$ cat config.mk
export PLATFORM = sky130hd
export DESIGN_NAME = osc_and_supply_switch_ctrl
export DESIGN_NICKNAME = d
export VERILOG_FILES = /design/src/design/osc_supply_pkg.sv /design/src/design/osc_and_supply_switch_ctrl.sv
export VERILOG_INCLUDE_DIRS = /design/src /design/src/design
export SDC_FILE = /design/constraint.sdc
export NUM_CORES = 1
export LEC_CHECK = 0
export BUFFER_PORTS_ARGS = -buffer_cell sky130_fd_sc_hd__buf_2
export CORE_MARGIN = 5
export CORE_UTILIZATION = 54
export CTS_CLUSTER_DIAMETER = 60
export DETAILED_ROUTE_END_ITERATION = 6
export PLACE_DENSITY = 0.79
export SYNTH_ARGS = -nofsm -noshare
export SYNTH_HDL_FRONTEND = slang
export SYNTH_SLANG_ARGS = --single-unit
$ cat constraint.sdc
create_clock -name ref_clk -period 2.9 [get_ports ref_clk]
set_input_delay 0.145 -clock ref_clk [delete_from_list [all_inputs] [get_ports ref_clk]]
set_output_delay 0.145 -clock ref_clk [all_outputs]
set_load 0.01 [all_outputs]
$ cat src/design/osc_supply_defs.svh
`ifndef OSC_SUPPLY_DEFS_SVH
`define OSC_SUPPLY_DEFS_SVH

// register offsets
`define OSC_CTRL_ADDR      8'h25
`define SUPPLY_CTRL_ADDR   8'h26
`define FLAG_ADDR          8'h2b

// oscillator control fields
`define JITTER_BIT         4
`define DRIVE_MSB          3
`define DRIVE_LSB          2
`define LOAD_MSB           1
`define LOAD_LSB           0
`define OSC_CTRL_RESET     8'h00

// supply switch control fields
`define SW_DISABLE_BIT     4
`define SW_REFRESH_BIT     3
`define SW_CRIT_MSB        2
`define SW_CRIT_LSB        1
`define SW_THRESH_BIT      0
`define SUPPLY_CTRL_RESET  5'h00

// flag register field
`define SW_FLAG_BIT        0

// timing: interrupt pulse is one period of the slow clear clock
`define REF_CLK_HZ         125000000
`define IRQ_CLEAR_HZ       128
`define IRQ_PULSE_CYCLES   (`REF_CLK_HZ / `IRQ_CLEAR_HZ)

`endif

$ cat src/design/osc_supply_pkg.sv
package osc_supply_pkg;

    // decoded crystal drive strength
    typedef enum logic [1:0] {
        DRIVE_NORMAL,
        DRIVE_LOW,
        DRIVE_HIGH
    } drive_type;

    // decoded load capacitance
    typedef enum logic [1:0] {
        LOAD_7P0,
        LOAD_6P0,
        LOAD_12P5
    } load_type;

    // whole state of the block
    typedef struct packed {
        logic [7:0]  oscCtrl;      // oscillator control byte
        logic [4:0]  supplyCtrl;   // supply switch control bits
        logic        switchFlag;   // sticky switch-over flag
        logic        battMeta;     // sync stage 1
        logic        battSync;     // sync stage 2
        logic        onBattery;    // synchronised supply state
        logic        tsInMeta;     // sync stage 1
        logic        tsInSync;     // sync stage 2
        logic        tsMechMeta;   // sync stage 1
        logic        tsMechSync;   // sync stage 2
        logic [19:0] pulseCnt;     // interrupt pulse timer
        logic [7:0]  rdData;       // read answer
        logic        rdValid;      // read answer strobe
        drive_type   drive;        // decoded drive
        load_type    load;         // decoded load
        logic        clkOut;       // clock pin level
        logic        clkOe;        // clock pin enable
        logic        tsOut;        // timestamp pin level
        logic        tsOe;         // timestamp pin enable
        logic        tsIn;         // gated digital input
        logic        tsMech;       // switch detector input
        logic        irqOe;        // first irq pin pulls low
    } state_type;

endpackage : osc_supply_pkg

$ cat src/design/osc_and_supply_switch_ctrl.sv
`timescale 1ns/1ps
`default_nettype none
`include "osc_supply_defs.svh"

// Contract
// - bit 4 selects reduced clock jitter
// - drive field: 00 normal, 01 low, 1x high
// - load field: 00 7.0, 01 6.0, 1x 12.5pF
// - flag set on each switch to battery
// - flag readable only on main supply
// - battery switch gives pulse or low level
// - pulse also on return to main
// - battery: ignore serial clock and data
// - battery: clock pin disabled, high impedance
// - battery: timestamp output Hi-Z, input ignored
// - battery: switch detector stays active
// - battery: irq pin active, no clock
// - supply control field layout, 7:5 unused
// - disable bit turns switch-over off
// - criterion field selects comparison source
module osc_and_supply_switch_ctrl #(
    parameter int PULSE_CYCLES = `IRQ_PULSE_CYCLES  // irq pulse length
) (
    input  wire logic                     ref_clk,        // 125 MHz clock
    input  wire logic                     rst,            // async reset
    input  wire logic [7:0]               regAddr,        // register index
    input  wire logic [7:0]               regWrData,      // write byte
    input  wire logic                     regWrEn,        // write strobe
    input  wire logic                     regRdEn,        // read strobe
    output logic [7:0]                    regRdData,      // read byte
    output logic                          regRdValid,     // read strobe
    input  wire logic                     battDetect,     // comparator pin
    input  wire logic                     irqSwitchEn,    // switch irq on
    input  wire logic                     irqLevelMode,   // 1 level, 0 pulse
    input  wire logic                     irqClkSel,      // irq pin as clock
    input  wire logic                     clkSrc,         // divided clock
    input  wire logic                     tsOutMode,      // ts pin output
    input  wire logic                     tsOutData,      // ts output level
    input  wire logic                     tsPinIn,        // ts pin level
    input  wire logic                     tsMechIn,       // switch detector
    output logic                          jitterReduceSel,// low jitter
    output osc_supply_pkg::drive_type     crystalDrive,   // decoded drive
    output osc_supply_pkg::load_type      loadCap,        // decoded load
    output logic [1:0]                    crystalDriveSel,// raw drive field
    output logic [1:0]                    loadCapSel,     // raw load field
    output logic                          switchDisable,  // switch-over off
    output logic                          refreshRate,    // refresh rate
    output logic [1:0]                    criterionSel,   // comparison mode
    output logic                          thresholdSel,   // threshold pick
    output logic                          onBattery,      // supply state
    output logic                          serialEnable,   // main domain up
    output logic                          clkPinOut,      // clock pin level
    output logic                          clkPinOe,       // clock pin enable
    output logic                          tsPinOut,       // ts pin level
    output logic                          tsPinOe,        // ts pin enable
    output logic                          tsInValue,      // ts input seen
    output logic                          tsMechValue,    // switch seen
    output logic                          irqPinOut,      // always low
    output logic                          irqPinOe        // pulls pin low
);
    import osc_supply_pkg::*;

    state_type stateReg;   // registered state
    state_type stateNext;  // next state

    // field decoders, used by the register load path; reset loads the decoded values directly
    function automatic drive_type decodeDrive(input logic [1:0] f);
        case (f)
            2'h0:    decodeDrive = DRIVE_NORMAL;
            2'h1:    decodeDrive = DRIVE_LOW;
            default: decodeDrive = DRIVE_HIGH;
        endcase
    endfunction : decodeDrive

    function automatic load_type decodeLoad(input logic [1:0] f);
        case (f)
            2'h0:    decodeLoad = LOAD_7P0;
            2'h1:    decodeLoad = LOAD_6P0;
            default: decodeLoad = LOAD_12P5;
        endcase
    endfunction : decodeLoad

    logic       battNow;     // effective battery state
    logic       toBatt;      // switch to battery event
    logic       toMain;      // switch back to main event
    logic       wrOk;        // accepted write
    logic       rdOk;        // accepted read
    logic       flagClr;     // software clear of flag

    // next-state logic
    always_comb begin
        stateNext = stateReg;
        // disabled switch-over keeps the part on main supply
        battNow = stateReg.battSync
                  & ~stateReg.supplyCtrl[`SW_DISABLE_BIT];
        toBatt  = battNow & ~stateReg.onBattery;
        toMain  = ~battNow & stateReg.onBattery;
        // serial strobes dead while the main domain is off
        wrOk    = regWrEn & ~stateReg.onBattery;
        rdOk    = regRdEn & ~stateReg.onBattery;
        flagClr = wrOk && regAddr == `FLAG_ADDR
                  && !regWrData[`SW_FLAG_BIT];

        // synchronisers: stage 1 read only by stage 2
        stateNext.battMeta   = battDetect;
        stateNext.battSync   = stateReg.battMeta;
        stateNext.tsInMeta   = tsPinIn;
        stateNext.tsInSync   = stateReg.tsInMeta;
        stateNext.tsMechMeta = tsMechIn;
        stateNext.tsMechSync = stateReg.tsMechMeta;
        stateNext.onBattery  = battNow;

        // register writes
        if (wrOk && regAddr == `OSC_CTRL_ADDR) begin
            stateNext.oscCtrl = regWrData;
        end
        if (wrOk && regAddr == `SUPPLY_CTRL_ADDR) begin
            stateNext.supplyCtrl = regWrData[4:0];
        end
        stateNext.drive = decodeDrive(
            stateNext.oscCtrl[`DRIVE_MSB:`DRIVE_LSB]);
        stateNext.load  = decodeLoad(
            stateNext.oscCtrl[`LOAD_MSB:`LOAD_LSB]);

        // sticky flag, a set in the clearing cycle wins
        if (toBatt) begin
            stateNext.switchFlag = 1'b1;
        end else if (flagClr) begin
            stateNext.switchFlag = 1'b0;
        end

        // read answers, unmapped index reads zero
        stateNext.rdValid = rdOk;
        if (rdOk) begin
            case (regAddr)
                `OSC_CTRL_ADDR:    stateNext.rdData = stateReg.oscCtrl;
                `SUPPLY_CTRL_ADDR: stateNext.rdData =
                    {3'h0, stateReg.supplyCtrl};
                `FLAG_ADDR:        stateNext.rdData =
                    {7'h00, stateReg.switchFlag};
                default:           stateNext.rdData = 8'h00;
            endcase
        end

        // pulse timer restarts on either switch direction
        if (irqSwitchEn && !irqLevelMode && (toBatt || toMain)) begin
            stateNext.pulseCnt = PULSE_CYCLES[19:0];
        end else if (stateReg.pulseCnt != 20'h00000) begin
            stateNext.pulseCnt = stateReg.pulseCnt - 20'h00001;
        end else begin
            stateNext.pulseCnt = 20'h00000;
        end

        // pins: on battery the main-domain pins go quiet
        stateNext.clkOut = clkSrc;
        stateNext.clkOe  = ~battNow;
        stateNext.tsOut  = tsOutData;
        stateNext.tsOe   = tsOutMode & ~battNow;
        stateNext.tsIn   = stateReg.tsInSync & ~tsOutMode
                           & ~battNow;
        stateNext.tsMech = stateReg.tsMechSync;

        // irq pin: level follows flag, pulse from timer, clock on main only
        if (irqSwitchEn && irqLevelMode) begin
            stateNext.irqOe = stateNext.switchFlag;
        end else if (irqSwitchEn && stateNext.pulseCnt != 20'h00000) begin
            stateNext.irqOe = 1'b1;
        end else if (irqClkSel && !battNow) begin
            stateNext.irqOe = ~clkSrc;
        end else begin
            stateNext.irqOe = 1'b0;
        end
    end

    // state register
    always_ff @(posedge ref_clk or posedge rst) begin
        if (rst) begin
            stateReg            <= '0;
            stateReg.oscCtrl    <= `OSC_CTRL_RESET;
            stateReg.supplyCtrl <= `SUPPLY_CTRL_RESET;
            stateReg.drive      <= DRIVE_NORMAL;
            stateReg.load       <= LOAD_7P0;
        end else begin
            stateReg <= stateNext;
        end
    end

    // outputs straight from the state flops, except the tied-low irqPinOut
    assign regRdData       = stateReg.rdData;
    assign regRdValid      = stateReg.rdValid;
    assign jitterReduceSel = stateReg.oscCtrl[`JITTER_BIT];
    assign crystalDrive    = stateReg.drive;
    assign loadCap         = stateReg.load;
    assign crystalDriveSel = stateReg.oscCtrl[`DRIVE_MSB:`DRIVE_LSB];
    assign loadCapSel      = stateReg.oscCtrl[`LOAD_MSB:`LOAD_LSB];
    assign switchDisable   = stateReg.supplyCtrl[`SW_DISABLE_BIT];
    assign refreshRate     = stateReg.supplyCtrl[`SW_REFRESH_BIT];
    assign criterionSel    =
        stateReg.supplyCtrl[`SW_CRIT_MSB:`SW_CRIT_LSB];
    assign thresholdSel    = stateReg.supplyCtrl[`SW_THRESH_BIT];
    assign onBattery       = stateReg.onBattery;
    // same flop as the clock pin enable: both mean main domain powered
    assign serialEnable    = stateReg.clkOe;
    assign clkPinOut       = stateReg.clkOut;
    assign clkPinOe        = stateReg.clkOe;
    assign tsPinOut        = stateReg.tsOut;
    assign tsPinOe         = stateReg.tsOe;
    assign tsInValue       = stateReg.tsIn;
    assign tsMechValue     = stateReg.tsMech;
    assign irqPinOut       = 1'b0;  // open drain, only ever pulls low
    assign irqPinOe        = stateReg.irqOe;
endmodule : osc_and_supply_switch_ctrl
`default_nettype wire

==> results of run 1 <==
-- per-layer routing --
| layer | share of wire | vias to the layer above | track usage |
|---|---|---|---|
| li1 | - | 1051 | - |
| met1 | 0.46 | 1036 | 0.2551 |
| met2 | 0.45 | 91 | 0.2653 |
| met3 | 0.074 | 15 | 0.06139 |
| met4 | 0.020 | 0 | 0.08767 |
| met5 | 0 | - | 0 |
-- synthesized netlist by cell type, types with 3 or more instances --
cell type  count
nand3_1        6
dfrtp_1       59
mux2_2        13
buf_2          3
xnor2_1        8
o21ai_0       15
xor2_1         5
nor3_1         7
nor2b_1        7
nand4_1        3
nor2_1        16
buf_4         20
nor3b_1        4
inv_1         13
a22o_1         9
a21oi_1        5
nor4_1         5
nand2_1       12
-- final cells by class --
type / instances / share of cell area
clock buffers: 12 / 0.04509
clock inverters: 4 / 0.02109
inverters: 13 / 0.01418
multi-input cells: 165 / 0.3422
flip-flops and latches: 59 / 0.4291
well taps: 70 / 0.02545
repair buffers: 74 / 0.1229
-- kinds of logic (layout without fill, tap and decap cells) --
| kind of cell | Yosys count | in the layout | share of synthesized area |
|---|---|---|---|
| xor+xnor | 13 | 13 | 0.03924 |
| other cells | 1 | 1 | 0.001292 |
| flops | 59 | 59 | 0.5088 |
| fa+ha+maj | 2 | 2 | 0.008623 |
| buf+inv | 41 | 103 | 0.08538 |
| compound gates | 49 | 49 | 0.1156 |
| mux | 14 | 14 | 0.05390 |
| simple gates | 86 | 86 | 0.1871 |
-- worst reg2reg max path: stages (launching register included) --
cell     delay, ns
dfrtp_1       0.45
inv_1         0.09
ha_1          0.24
nor3b_4       0.46
nand3_1       0.28
o21ai_1       0.42
a31oi_1       0.08
nor4_1        0.28
a31oi_1       0.13
-- where the power goes --
part	switching, mW	internal (mW)
combinational	0.146	0.133
clock	0.313	0.530
sequential	0.0893	0.881
total	0.549	1.54
-- registers in the layout (all words and copies together) (netlist names), 2 cells and up --
name             flops
stateReg            26
regRdData            8
stateNext            4
criterionSel         2
crystalDriveSel      2
loadCapSel           2
-- path summary, 6_finish.rpt --
path	from	end	cells after the start
setup / recovery	stateReg[20]$_DFF_PP0_	irqPinOe$_DFF_PP0_	8
hold / removal	regWrData[1]	criterionSel[0]$_DFFE_PP0P_	2
setup reg to reg	stateReg[20]$_DFF_PP0_	irqPinOe$_DFF_PP0_	8
hold reg to reg	stateNext[1]$_DFF_PP0_	tsMechValue$_DFF_PP0_	0
max in group asynchronous	rst	onBattery$_DFF_PP0_	4
min in group asynchronous	rst	stateReg[28]$_DFF_PP0_	3
-- repair_timing --
action,CTS,global route
setup buffers,0,0
hold buffers,7,0
hold endpoints to repair,30,0
==> summary.md, run 1 <==
| Metric | Value |
|---|---|
| Status | completed |
| Seq/Total Area, Yosys | 0.5088 |
| DRC violations left | 0 |
| Fin crit period | 2.562 ns |
| Cell taking the most area after synthesis | dfrtp_1 |
| Mapped Avg Cell Area | 10.95 um2 |
| Synth Cell Area | 2902 um2 |
| Max Fclk | 0.3904 GHz |
| Fill count | 412 |
| Die height | 83.30 um |
| Vias in the first global route | 2177 |
| Initial DRC Count | 91 |
| PortBufs | 60 |
| Ranking of synthesized cells by area | dfrtp_1 (51%), buf_4 (5.2%), mux2_2 (5.0%) |
| Dpl hpwl | 4524 um |
| CP Buf/Inv Count | 1 |
| Most common cell on crit path | a31oi_1 |
| Clock slew at reported path FFs | 0.07 ns |
| Routability cong. | 0.9171 |
| Final std cells w/o fill | 397 |
| Ports | 62 |
| DR vias | 2193 |
| Clk_lat worst skew | 0.33 ns |
| CTS resizes | 0 |
| Largest net degree at the start of global routing | 36 |
| Root Buffer Master | clkbuf_8 |
| CP top delay family | simple AND/OR/NAND/NOR gates |
| Post-Place Worst Slack | 0.3836 ns |
| Total area of sequential cells | 1476 um2 |
| Power consumption | 2.093 mW |
| Final hold viol count | 0 |
| Crit-path cells | inv_1 > ha_1 > nor3b_4 > nand3_1 > o21ai_1 > a31oi_1 > nor4_1 > a31oi_1 |
| Reg2reg setup slack | 0.34 ns |
| Initial antenna violation count | 0 |
| Critical path peak fanout | 9 |
| GRT Util Overall | 0.1862 |
| Clock Tree Buf Depth | 2 |
| ANT cells | 0 |
| Cell area after layout | 3441 um2 |
| Footprint of the multi-input gates | 1177 um2 |
| Area grow syn2layout | 18.59% |
| Final setup fails | 0 |
| Crit path launch type | flip-flop |
| Worst Hold Class | in -> reg |
| Final Max Slew Viols | 0 |
| Commonest non-fill, non-tap cell in the layout | buf_2 |
| Most frequent cells in the layout | buf_2 (60), dfrtp_1 (59), nor2_1 (16) |
| CTS sink count | 59 |
| Syn nets | 296 |
| Synth Warn # | 0 |
| Worst Tran Pin Value | 0.7149 ns |
| Max-Cap Viols | 0 |
| First-pass iteration count of the detailed router | 4 |
| Num CTS Buffers | 9 |
| GR Overflow Total | 0 |
| Core region area | 5172 um2 |
| P_leak | 1.612 nW |
| Routed Wire Length | 6173 um |
| H-tree Lvls | 3 |
| Crit end category | flip-flop |
| Count of different cell masters after synthesis | 60 |
| First-pass GRT wire length | 10540 um |
| CTS tree | yes |
| Worst Setup Path Type | reg -> reg |
| Worst Setup Slack, final | 0.3384 ns |
| Final period utilization | 0.8833 |
| Die area | 6939 um2 |
| Arrival time at the worst endpoint | 2.76 ns |
| Placed Area | 3143 um2 |
| Slowest CP cell | nor3b_4 |
| Wirelength per Cell | 15.55 um |
| Hold_ws | 0.05971 ns |
| Max-slew headroom | 0.5205 |
| Synth top area share | 0.5088 |
| Worst vdd ir | 507.1 uV |
| Ys flop type | dfrtp_1 |
| #FFs+latches synth | 59 |
| Setup TNS | 0 ns |
| Final Core Density | 0.6652 |
| Share of cells above drive strength 1 | 0.3303 |
| Layout Skew | 0.007603 ns |
| Async set-reset flop share out of synthesis | 1.000 |
| Slowest stage delay, CP | 0.46 ns |
| Placed Cells | 374 |
| Post-Synthesis Cells | 265 |
| Worst Path Required | 3.10 ns |
| Antenna violation net count after detailed routing | 0 |
| NumNets Final | 353 |
| Die X | 83.30 um |
| Core Rows | 26 |
| Vias per std cell | 5.524 |
| Power Dens Cells | 608.3 nW/um2 |
| Unrepaired setup endpoints after global routing | false |
| Initial Util | 0.5610 |
| Post-synth EDFFs | 0 |
No activity file was read; power rests on OpenSTA's default activity.
==> inputs of run 2 (changes only) <==
Settings changed: ABC_AREA set to 1, CORE_UTILIZATION 54 to 55, PLACE_DENSITY 0.79 to 0.8.
==> run 2 against run 1 <==
Against the previous run: worst setup slack improved by 0.29 ns; final cell count grew 25%; non-clock buffer count decreased by 6; register-to-register slack better by 0.29 ns; clock power decreased by 16%; die area increased by 1.8%; global-route usage up 1.1 points; sequential share of layout area decreased by 0.48 points; clock skew increased by 0.00054 ns; largest cell class unchanged.
==> summary.md, run 2 <==
| Metric | Value |
|---|---|
| Status | completed (unchanged) |
| Crit end category | flip-flop (unchanged) |
| Post-CTS Setup Bufs | 0 (unchanged) |
| Die X | 84.06 um (was 83.30 um) |
| Slowest CP cell | dfrtp_1 (was nor3b_4) |
| Xor and xnor area share after synthesis | 0.008710 (was 0.03924) |
| Max-Cap Viols | 0 (unchanged) |
| Placed Cells | 475 (was 374) |
| DRC violations left | 0 (unchanged) |
| Post-synth EDFFs | 0 (unchanged) |
| Slowest stage delay, CP | 0.39 ns (was 0.46 ns) |
| Max Fclk | 0.4399 GHz (was 0.3904 GHz) |
| ANT cells | 0 (unchanged) |
| Share of cells above drive strength 1 | 0.2571 (was 0.3303) |
| Num CTS Buffers | 9 (unchanged) |
| Top-count cell post-synth | nand2_1 (was dfrtp_1) |
| CP top delay family | simple AND/OR/NAND/NOR gates (unchanged) |
| Final Max Slew Viols | 0 (unchanged) |
| Area grow syn2layout | 15.35% (was 18.59%) |
| Main combinational cell family by area after synthesis | simple AND/OR/NAND/NOR gates (unchanged) |
| Arrival time at the worst endpoint | 2.48 ns (was 2.76 ns) |
| First-pass GRT wire length | 11100 um (was 10540 um) |
| Setup TNS | 0 ns (unchanged) |
| P_leak | 1.848 nW (was 1.612 nW) |
| Worst Hold Class | in -> async (was in -> reg) |
| Synth Cell Area | 3017 um2 (was 2902 um2) |
| Wirelength per Cell | 13.24 um (was 15.55 um) |
| Worst Path Required | 3.11 ns (was 3.10 ns) |
| Unrepaired setup endpoints after global routing | false (unchanged) |
| Post-Synth Adder-Cell Area | 0.008295 (was 0.008624) |
| Power Dens Cells | 571.7 nW/um2 (was 608.3 nW/um2) |
| Worst Tran Pin Value | 0.9933 ns (was 0.7149 ns) |
| Fin crit period | 2.273 ns (was 2.562 ns) |
| CP Buf/Inv Count | 4 (was 1) |
| Seq/Total Area, Yosys | 0.4894 (was 0.5088) |
| Routability cong. | 0.8944 (was 0.9171) |
| Syn nets | 395 (was 296) |
| Synth top area share | 0.4894 (was 0.5088) |
| Post-Place Worst Slack | 0.6272 ns (was 0.3836 ns) |
| Ranking of synthesized cells by area | dfrtp_1 (49%), nand2_1 (12%), inv_1 (6.1%) (was dfrtp_1 (51%), buf_4 (5.2%), mux2_2 (5.0%)) |
| Mapped Avg Cell Area | 8.287 um2 (was 10.95 um2) |
| Final period utilization | 0.7839 (was 0.8833) |
| Compound-cell area share of the yosys netlist | 0.04853 (was 0.1156) |
| Die height | 84.06 um (was 83.30 um) |
| Clk_lat worst skew | 0.33 ns (about the same) |
| Count of different cell masters after synthesis | 32 (was 60) |
| Synth Area in Simple Gates | 0.3040 (was 0.1871) |
| Layout Skew | 0.008148 ns (was 0.007603 ns) |
| Crit-path cells | inv_1 > nand2_1 > inv_1 > ha_1 > nor3_2 > inv_1 > nand2_1 > inv_1 > nand2_1 > nand3_1 > nor2_1 > nand3_1 > nand2_1 > a21oi_1 (was inv_1 > ha_1 > nor3b_4 > nand3_1 > o21ai_1 > a31oi_1 > nor4_1 > a31oi_1) |
| CTS sink count | 59 (unchanged) |
| Worst Setup Path Type | reg -> reg (unchanged) |
| Critical path peak fanout | 6 (was 9) |
| Core region area | 5405 um2 (was 5172 um2) |
| PortBufs | 60 (unchanged) |
| Vias per std cell | 5.014 (was 5.524) |
| Cell taking the most area after synthesis | dfrtp_1 (unchanged) |
| Final std cells w/o fill | 496 (was 397) |
| Vias in the first global route | 2490 (was 2177) |
| Worst Setup Slack, final | 0.6267 ns (was 0.3384 ns) |
| Commonest non-fill, non-tap cell in the layout | nand2_1 (was buf_2) |
| NumNets Final | 450 (was 353) |
| Post-Synthesis Cells | 364 (was 265) |
| GR Overflow Total | 0 (unchanged) |
| Ports | 62 (unchanged) |
| Most frequent cells in the layout | nand2_1 (96), buf_2 (60), dfrtp_1 (59) (was buf_2 (60), dfrtp_1 (59), nor2_1 (16)) |
| Root Buffer Master | clkbuf_8 (unchanged) |
| Largest net degree at the start of global routing | 49 (was 36) |
| Crit path launch type | flip-flop (unchanged) |
| Clock Tree Buf Depth | 2 (unchanged) |
| Final hold viol count | 0 (unchanged) |
| Core Rows | 27 (was 26) |
| Ys flop type | dfrtp_1 (unchanged) |
| Largest Register | stateReg (unchanged) |
| Max-slew headroom | 0.3369 (was 0.5205) |
| DR vias | 2487 (was 2193) |
| Final setup fails | 0 (unchanged) |
| Worst vdd ir | 469.9 uV (was 507.1 uV) |
| Routed Wire Length | 6566 um (was 6173 um) |
| First-pass iteration count of the detailed router | 5 (was 4) |
| Dpl hpwl | 4899 um (was 4524 um) |
| Initial DRC Count | 137 (was 91) |
| Initial antenna violation count | 0 (unchanged) |
| Hold_ws | 0.04806 ns (was 0.05971 ns) |
| Async set-reset flop share out of synthesis | 1.000 (unchanged) |
| #FFs+latches synth | 59 (unchanged) |
| Mux share of post-synthesis cell area | 0.01120 (was 0.05390) |
| Synth Warn # | 0 (unchanged) |
| Die area | 7066 um2 (was 6939 um2) |
| H-tree Lvls | 3 (unchanged) |
| Initial Util | 0.5581 (was 0.5610) |
| Clock slew at reported path FFs | 0.06 ns (was 0.07 ns) |
| Power consumption | 1.989 mW (was 2.093 mW) |
| CTS tree | yes (unchanged) |
| GRT Util Overall | 0.1972 (was 0.1862) |
| Antenna violation net count after detailed routing | 0 (unchanged) |
| Number of flip-flops under the largest register name | 26 (unchanged) |
| Post-synth top cells | nand2_1 (96), dfrtp_1 (59), inv_1 (49) (was dfrtp_1 (59), buf_4 (20), nor2_1 (16)) |
## run 2: kinds of logic after synthesis
kind of cell	Yosys count
buffers and inverters	78
adders and majority gates	2
other	1
muxes	3
xor gates and xnor gates	3
and+or+nand+nor	192
AOI/OAI and AO/OA	26
DFF	59
## run 2: stage by stage
step | util | instance area (um2)
6_report | 0.6438 | 3480
5_1_grt | 0.6438 | 3480
4_1_cts | 0.6438 | 3480
3_5_place_dp | 0.6002 | 3244
3_3_place_gp | 0.6002 | 3244
2_1_floorplan | - | 3017
## run 2: where the power goes
| group | switching, mW | internal, mW | leakage, nW |
|---|---|---|---|
| clock | 0.310 | 0.394 | 0.0971 |
| sequential | 0.0438 | 0.885 | 0.705 |
| combinational | 0.233 | 0.124 | 1.05 |
| total | 0.587 | 1.40 | 1.85 |
## run 2: cell type report
type	instances	area (um2)
Clock buffer	11	131.4
Clock inverter	5	53.80
Fill cell	450	1926
Inverter	54	202.7
Multi-Input combinational cell	227	1152
Sequential cell	59	1476
Tap cell	72	90.09
Timing Repair Buffer	68	372.9
## run 2: per-layer routing
layer	vias up	share of wire	wire, um	track usage
met2	101	0.48	3172	0.3314
met5	-	0	0	0
met3	23	0.079	518	0.05035
met4	0	0.028	187	0.09357
met1	1145	0.41	2688	0.2347
li1	1218	-	-	-
## run 2: final timing paths
kind | startpoint | end | slack [ns] | depth (start not counted)
worst min register to register | stateNext[40]$_DFF_PP0_ | stateNext[1]$_DFF_PP0_ | 0.35 | 0
max in group asynchronous | rst | stateReg[24]$_DFF_PP0_ | 2.14 | 3
worst max-delay path | switchDisable$_DFFE_PP0P_ | irqPinOe$_DFF_PP0_ | 0.63 | 14
min in group ref_clk | regWrData[7] | stateReg[60]$_DFFE_PP0P_ | 0.05 | 2
worst max register to register | switchDisable$_DFFE_PP0P_ | irqPinOe$_DFF_PP0_ | 0.63 | 14
worst min-delay path | rst | crystalDriveSel[1]$_DFF_PP0_ | 0.05 | 2
## run 2: timing repair
action / in CTS / in global routing
resized for setup: 0 / 0
endpoints found under the hold margin: 5 / 0
hold buffers: 5 / 0
